==> src/frs_pkg.sv <==
/*
  package for the front-end reset sequencer: timing counts and state codes.
  assumes a 40 MHz system clock.
*/
`default_nettype none
package frs_pkg;
  localparam int unsigned CLK_HZ          = 40000000;
  // delay from power-good or internal reset to assertion, ns
  localparam int unsigned ASSERT_DELAY_NS = 5000;
  localparam int unsigned ASSERT_DELAY_CYC = (ASSERT_DELAY_NS * (CLK_HZ / 1000000)) / 1000;
  // least hold after software release, us
  localparam int unsigned MIN_HOLD_US     = 2000;
  localparam int unsigned MIN_HOLD_CYC    = MIN_HOLD_US * (CLK_HZ / 1000000);
  localparam int unsigned CNT_W           = 17;
  localparam int unsigned TEST_PT_W       = 8;
  localparam logic [TEST_PT_W-1:0] TEST_PT_RST = 8'h00;

  typedef enum logic [1:0]
  {
    FRS_HELD    = 2'b00,
    FRS_HOLD    = 2'b01,
    FRS_RUN     = 2'b10,
    FRS_PENDING = 2'b11
  } frs_state_t;
endpackage
`default_nettype wire

==> src/frs_if.sv <==
/*
  interface between the sequencer and its hold timer.
  assumes one clock domain.
*/
`timescale 1ns/10ps
`default_nettype none
interface frs_timer_if;
  logic start;
  logic done;
  modport owner (output start, input done);
  modport timer (input start, output done);
endinterface
`default_nettype wire

==> src/frs_sequencer.sv <==
/*
  front-end reset output sequencer: drives the active-low reset to the
  external video decoder. assumes inputs synchronous to CLK_I.
*/
// How it works
// reset output goes low at once while power-on sense is low
// after power-on sense returns high, output stays low until software release
// power-good or internal reset asserts the output about 5 us later
// output stays asserted at least 2 ms after software release
// software bit can drive the output level directly
// board ties factory test enable to ground in normal use
// test points left open; lowest three may get pull-up jumpers
// system-clock counter times the hold; release needs count and release both
`timescale 1ns/10ps
`default_nettype none
module frs_sequencer
  import frs_pkg::*;
#(
  parameter int unsigned HOLD_CYC = MIN_HOLD_CYC
)
(
  // clock and reset
  input  wire logic                 CLK_I,
  input  wire logic                 SYS_RST_I,
  // power and reset sources
  input  wire logic                 POWER_ON_SENSE_I,
  input  wire logic                 POWER_GOOD_INPUT_I,
  input  wire logic                 INT_RESET_I,
  // software control
  input  wire logic                 SW_RELEASE_I,
  input  wire logic                 SW_OVERRIDE_EN_I,
  input  wire logic                 SW_OVERRIDE_LEVEL_I,
  // straps and test pins
  input  wire logic                 FACTORY_TEST_ENABLE_I,
  input  wire logic [TEST_PT_W-1:0] TEST_POINT_PINS_I,
  output logic      [TEST_PT_W-1:0] TEST_POINT_PINS_O,
  output logic      [TEST_PT_W-1:0] TEST_POINT_PINS_OE_O,
  // front end
  output logic                      FRONTEND_RESET_N_O,
  output logic                      FACTORY_TEST_MODE_O,
  output logic                      SEQ_ASSERTED_O
);
  frs_state_t state;
  frs_state_t next_state;
  logic [7:0] dly_cnt;
  logic       pg_q;
  logic       trig;
  logic       reset_out;
  logic       pin_level;
  frs_timer_if tif ();

  frs_timer #(.COUNT(HOLD_CYC)) u_timer
  (
    .clk_i (CLK_I),
    .rst_i (SYS_RST_I),
    .tif   (tif.timer)
  );

  // edge of power-good plus any internal reset request
  assign trig = (POWER_GOOD_INPUT_I && !pg_q) || INT_RESET_I;

  always_ff @(posedge CLK_I)
  begin
    // idle high, so a power-good already up at reset is no edge
    if (SYS_RST_I)
      pg_q <= 1'b1;
    else
      pg_q <= POWER_GOOD_INPUT_I;
  end

  // hold timer start
  assign tif.start = (state == FRS_HELD) && POWER_ON_SENSE_I && SW_RELEASE_I;

  always_comb
  begin
    next_state = state;
    case (state)
      FRS_HELD:
        // wait software release
        if (POWER_ON_SENSE_I && SW_RELEASE_I)
          next_state = FRS_HOLD;
      FRS_HOLD:
        // minimum hold; a trigger restarts it, pending would free the pin
        if (trig)
          next_state = FRS_HELD;
        else if (tif.done)
          next_state = FRS_RUN;
      FRS_RUN:
        if (trig)
          next_state = FRS_PENDING;
      FRS_PENDING:
        // delayed assertion
        if (dly_cnt == 8'(ASSERT_DELAY_CYC - 1))
          next_state = FRS_HELD;
      default:
        next_state = FRS_HELD;
    endcase
    // power-on sense low forces held state
    if (!POWER_ON_SENSE_I)
      next_state = FRS_HELD;
  end

  always_ff @(posedge CLK_I)
  begin
    if (SYS_RST_I)
      state <= FRS_HELD;
    else
      state <= next_state;
  end

  always_ff @(posedge CLK_I)
  begin
    if (SYS_RST_I || state != FRS_PENDING)
      dly_cnt <= 8'h00;
    else
      dly_cnt <= dly_cnt + 8'h01;
  end

  // combinational path so low sense acts at once
  assign reset_out = !POWER_ON_SENSE_I || state == FRS_HELD || state == FRS_HOLD;

  // software override of the pin level
  always_ff @(posedge CLK_I)
  begin
    if (SYS_RST_I)
      pin_level <= 1'b0;
    else if (SW_OVERRIDE_EN_I && POWER_ON_SENSE_I)
      pin_level <= SW_OVERRIDE_LEVEL_I;
    else
      pin_level <= !reset_out;
  end

  // low sense gates the pin without waiting a clock
  assign FRONTEND_RESET_N_O = pin_level && POWER_ON_SENSE_I;

  assign SEQ_ASSERTED_O = reset_out;

  // strap registered every clock after reset release, held low under reset
  always_ff @(posedge CLK_I)
  begin
    if (SYS_RST_I)
      FACTORY_TEST_MODE_O <= 1'b0;
    else
      FACTORY_TEST_MODE_O <= FACTORY_TEST_ENABLE_I;
  end

  // test points only driven in factory test; left undriven otherwise
  always_ff @(posedge CLK_I)
  begin
    if (SYS_RST_I)
    begin
      TEST_POINT_PINS_O    <= TEST_PT_RST;
      TEST_POINT_PINS_OE_O <= TEST_PT_RST;
    end
    else
    begin
      TEST_POINT_PINS_O    <= {state, pg_q, reset_out, TEST_POINT_PINS_I[3:0]};
      TEST_POINT_PINS_OE_O <= {TEST_PT_W{FACTORY_TEST_MODE_O}};
    end
  end
endmodule
`default_nettype wire

==> src/frs_timer.sv <==
/*
  down-counter timing a fixed number of cycles after a start pulse.
  assumes synchronous active-high reset.
*/
`timescale 1ns/10ps
`default_nettype none
module frs_timer
  import frs_pkg::*;
#(
  parameter int unsigned COUNT = MIN_HOLD_CYC
)
(
  input wire logic    clk_i,
  input wire logic    rst_i,
  frs_timer_if.timer  tif
);
  logic [CNT_W-1:0] cnt;
  logic             running;

  always_ff @(posedge clk_i)
  begin
    if (rst_i)
    begin
      cnt     <= '0;
      running <= 1'b0;
    end
    else if (tif.start)
    begin
      cnt     <= CNT_W'(COUNT - 1);
      running <= 1'b1;
    end
    else if (running && cnt != '0)
    begin
      cnt <= cnt - CNT_W'(1);
    end
    else
    begin
      running <= 1'b0;
    end
  end

  assign tif.done = running && (cnt == '0);
endmodule
`default_nettype wire

==> config.mk <==
export PLATFORM = sky130hd
export DESIGN_NAME = frs_sequencer
export DESIGN_NICKNAME = d
export VERILOG_FILES = /design/src/frs_pkg.sv /design/src/frs_if.sv /design/src/frs_sequencer.sv /design/src/frs_timer.sv
export SDC_FILE = /design/constraint.sdc
export NUM_CORES = 1
export LEC_CHECK = 0
export BUFFER_PORTS_ARGS = -buffer_cell sky130_fd_sc_hd__buf_2
export CAP_MARGIN = 30
export CELL_PAD_IN_SITES_DETAIL_PLACEMENT = 0
export CELL_PAD_IN_SITES_GLOBAL_PLACEMENT = 2
export CORE_MARGIN = 2
export CORE_UTILIZATION = 33
export DETAILED_ROUTE_END_ITERATION = 12
export PLACE_DENSITY = 0.88
export SYNTH_ARGS = -nofsm -noshare
export SYNTH_HDL_FRONTEND = slang
export SYNTH_SLANG_ARGS = --single-unit
==> constraint.sdc <==
create_clock -name CLK_I -period 2.03 [get_ports CLK_I]
set_clock_uncertainty 0.1 [all_clocks]
set_input_delay 0.406 -clock CLK_I [delete_from_list [all_inputs] [get_ports CLK_I]]
set_output_delay 0.406 -clock CLK_I [all_outputs]
set_load 0.02 [all_outputs]
After elaboration in Yosys (flattened, before gate mapping) --
Cells that the tools add are included.
Word-level totals: output and inout bits 19, register bits 40, bits in read-only memories 0, latch bits 0, memories kept 0, bits in writable memories 0
Cells by class: reduce and logical (&&, ||, !) cells 22, shifts and indexed selects 0, div/mod/pow operators 0, muxes and demuxes 11, add/sub/neg operators 2, order comparisons 0, $mul 0, bitwise gates (word level) 1, equality and inequality tests 10
Operators with widths (count):
- $mux 17 | 2
- $logic_not 17->1 | 1
- $reduce_bool 17->1 | 1
- $sub 17x1->17 const B | 1
- $mux 2 | 5
- $ne 2x2->1 const B | 5
- $add 8x1->8 const B | 1
- $eq 8x8->1 const B | 1
- $logic_and 1x1->1 | 8
- $pmux 2 s4 | 1
- $eq 2x2->1 const B | 2
- $logic_or 1x1->1 | 4
- $reduce_and 4->1 | 1
- $reduce_or 2->1 | 2
- $logic_not 1->1 | 3
- $mux 1 | 3
- $ne 3x3->1 const B | 1
- $eq 2x1->1 const B | 1
- $logic_not 2->1 | 1
- $reduce_bool 2->1 | 1
- $not 1->1 | 1

Longest topological paths before layout --
depth after elaboration 5, mapped depth 7, gate-level depth less buffers 6

Hierarchy --
A second synthesis with hierarchy kept.
Second synthesis, totals: cell total of the unflattened synthesis 206, area total of the unflattened synthesis 1883.1 µm²
By module, submodules not included:
- frs_timer | cells each 122, instances 1, area an instance 1043.5 µm²
- frs_sequencer | cells each 84, instances 1, area an instance 839.6 µm²

Worst setup path after synthesis --
No wires, ideal clock.
kind flip-flop to flip-flop, from register u_timer.cnt[1], to register u_timer.cnt[3], data arrival time 1640 ps, period minus slack after synthesis 1814 ps, path buffers 0, cell stages (with the launch flop) 7, setup time 74 ps, slack 216 ps, cells stage by stage dfxtp_1 > inv_1 > ha_1 > nor4b_1 > and4_2 > or4_2 > a31oi_1
On the way: cells in the longest elaborated chain, start to end 3, elaborated cells on any way between the ends 6, classes of those cells add/sub: 1; mux: 2; reduce/logical: 3
RTL lines:
- start, declared | RTL line frs_timer.sv:17 | logic [CNT_W-1:0] cnt;
- start signal, assigned | RTL line frs_timer.sv:29 | cnt <= CNT_W'(COUNT - 1);
- start signal, assigned | RTL line frs_timer.sv:34 | cnt <= cnt - CNT_W'(1);
- $sub 17x1->17 / $reduce_bool 17->1 (equally long branches) | RTL line frs_timer.sv:34, frs_timer.sv:32
- $mux 17 / $logic_and 1x1->1 (equally long branches) | RTL line frs_timer.sv:32 | else if (running && cnt != '0)
- $mux 17 / $reduce_bool 2->1 (equally long branches)
Parallel ways exist; a longest one is shown, timed or not. The select of a mux whose other input is x is not followed. A chain may end at the register's enable or synchronous reset.

Final worst setup path --
from register u_timer.cnt[0], to register u_timer.cnt[3]
The elaborated chain is that of the path after synthesis.

==> results.toml <==
[status]
status = "finished, final reports clean"

[floorplan]
die_y_um = 78.3
rows = 27
fp.dieArea_um2 = 6130
initial_core_util = 0.337
die_x_um = 78.3
pin_count = 36
fp.coreArea_um2 = 5410

[place]
dpl_cell_area_um2 = 2070
portBuffers = 31
dp_hpwl_um = 2710
place.gp.congestion = 0.768

[global_routing]
grt_usage = 0.133
grt_max_degree = 19
grt_pass1_vias = 1454
grt_pass1_wl_um = 6640
grt_antenna_before_repair = 0
grt_overflow = 0

[power_and_ir_drop]
p_total_mw = 1.88
ir_drop_v = 0.000374
p_leak_nw = 0.876
power_density_nw_per_um2 = 852

[logic_synthesis]
synth.most_common_cell = "dfxtp_1"
synthTopCellsByCount = "40 x dfxtp_1, 15 x nor2_1, 11 x a21oi_1, 10 x nand2_1, 10 x nor2b_1"
synthesis.nets = 218
ys_async_sr_fraction = 0
yosysSeqAreaShare = 0.440
synthAdderAreaFrac = 0.0206
yosysWarnings = 0
synth_top_area_cell = "dfxtp_1"
synthTopCellsByArea = "dfxtp_1 44%, nor2b_1 3.4%, buf_4 3.3%"
yosysTopAreaCellShare = 0.440
yosys_most_used_dff = "dfxtp_1"
syn_inst = 198
synth_top_family_by_area = "simple AND/OR/NAND/NOR gates"
synth-seq-cells = 40
synth_compound_area_frac = 0.135
ys_types = 47
synth-xor-area-share = 0.0288
synth_edf_count = 0
synth-simple-area-share = 0.304
synth.cell_area_um2 = 1820
synth_mux_area_frac = 0.0172
avgSynthCellArea_um2 = 9.20

[timing]
setup_tns_ns = 0
slew_headroom = 0.736
tightest_slew_ns = 0.396
whs_ns = 0.217
rsz0062_at_grt = "false"
min_period_ns = 1.89
hold_violations = 0
maxClockFrequency_ghz = 0.528
setup_viol = 0
slew_viol_final = 0
finalCritPeriodShare = 0.932

[drt]
vias = 1569
wl_per_cell_um = 12.2
drcViolationCount = 0
initialDrtViolationCount = 75
ant_nets = 0
first_pass_iters = 4
routed_via_density = 5.09
wl_um = 3750

[finish]
diodes = 0
final_core_util = 0.409
drive_gt1_frac = 0.263
fin_area_um2 = 2210
layout.nets = 255
syn_to_final_growth_pct = 21.2

[setup_path]
cp-end-kind = "flop"
cpMaxStageDelayCell = "or4_2"
r2r_slack_ns = 0.14
startpoint_type = "flop"
timing.rr.end = "u_timer.cnt[3]$_SDFFE_PP0P_"
setup.worst_path.class = "reg2reg"
reg2regPathDepth = 6
crit_path_max_fanout = 4
reg2reg_from = "u_timer.cnt[0]$_SDFFE_PP0P_"
crit_required_ns = 2.14
slowest_delay_ns = 0.53
cp_data_arrival_time_ns = 2.01
crit_chain = "inv_1 -> ha_1 -> nor4b_1 -> and4_2 -> or4_2 -> a31oi_1"

[clock_network]
cts-root-buf = "clkbuf_8"
cts_hold_buf = 0
numCtsBuffers = 5
clock_sinks = 40
htree_num_levels = 2
insertion_delay_ns = 0.29
clk_pin_slew_ns = 0.08
cts_buffer_depth = 2
cts_tree = "built"

[run]
cap_violations = 0

[min_path]
min_from = "POWER_GOOD_INPUT_I"
holdCritPathClass = "in2reg"
min_to = "pg_q$_SDFF_PP1_"
hold_depth = 2
-- report_power, final --
part	internal [mW]	total, mW	leakage, nW	switching, mW
Sequential	0.824	0.860	0.328	0.0361
Clock	0.434	0.710	0.0645	0.277
Combinational	0.136	0.311	0.483	0.175
-- critical path: cells and delay by family (launching register included) --
kind                       cells  cell delay, ns
AOI/OAI and AO/OA              1            0.16
adders and majority gates      1            0.21
buffers and inverters          1            0.08
DFF                            1            0.34
and+or+nand+nor                3            0.94
-- what timing repair did --
item | in CTS | in global routing
setup endpoints to repair | 0 | 5
gates resized for setup | 0 | 2
buffers inserted | 0 | 1
-- stage by stage --
step / std cells / setup WS, ns
2_1_floorplan: 198 / 0.216
3_3_place_gp: 299 / 0.139
3_5_place_dp: 299 / 0.0743
4_1_cts: 307 / 0.0696
5_1_grt: 308 / 0.0310
6_report: 308 / 0.137
-- registers in the layout, indices dropped and copies added, names as in the netlist, named ones only --
name	count
u_timer.cnt	17
TEST_POINT_PINS_O	8
state	1
u_timer.running	1
pg_q	1
dly_cnt	8
FACTORY_TEST_MODE_O	1
pin_level	1
TEST_POINT_PINS_OE_O	1
-- placed cells by master (no fill, tap or decap), types with 7 or more instances in the layout --
cell and n:
a21oi_1 11, a31oi_1 8, buf_2 31, buf_4 13, clkbuf_8 7, dfxtp_1 39
nand2_1 10, nor2_1 15, nor2b_1 10, o31ai_1 8, or4_1 8
-- how the worst max path moves through the flow --
stage,slack (ns),to,startpoint,depth (start not counted)
6_report,0.14,u_timer.cnt[3]$_SDFFE_PP0P_,u_timer.cnt[0]$_SDFFE_PP0P_,6
5_1_grt,0.03,u_timer.cnt[3]$_SDFFE_PP0P_,u_timer.cnt[0]$_SDFFE_PP0P_,6
2_1_floorplan,0.22,u_timer.cnt[3]$_SDFFE_PP0P_,u_timer.cnt[1]$_SDFFE_PP0P_,6
3_5_place_dp,0.07,u_timer.cnt[3]$_SDFFE_PP0P_,u_timer.cnt[0]$_SDFFE_PP0P_,6
3_3_place_gp,0.14,u_timer.cnt[3]$_SDFFE_PP0P_,u_timer.cnt[0]$_SDFFE_PP0P_,6
4_1_cts,0.07,u_timer.cnt[3]$_SDFFE_PP0P_,u_timer.cnt[0]$_SDFFE_PP0P_,6
-- kinds of logic (layout without fill, tap and decap cells) --
group,Yosys count,after routing
AND/OR/NAND/NOR,89,89
flip-flops,40,40
AO/OA/AOI/OAI,39,39
buffers and inverters,18,56
XOR/XNOR,6,6
adder cells (fa/ha/maj),3,3
multiplexers,3,3
-- per-layer routing --
layer | share of wire | track usage | routed length, um
met3 | 0.059 | 0.0345 | 221
met4 | 0.0061 | 0.0368 | 23
met5 | 0 | 0 | 0
met2 | 0.41 | 0.197 | 1550
met1 | 0.52 | 0.192 | 1960
-- area by class of cell --
type	count	area, um2
fillers	579	3200
multi-input cells	140	922
repair buffers	44	253
clock inverters	1	30.0
well taps	72	90.1
flip-flops and latches	40	802
clock buffers	7	96.3
inverters	4	15.0
(Power assumes the default switching activity.)
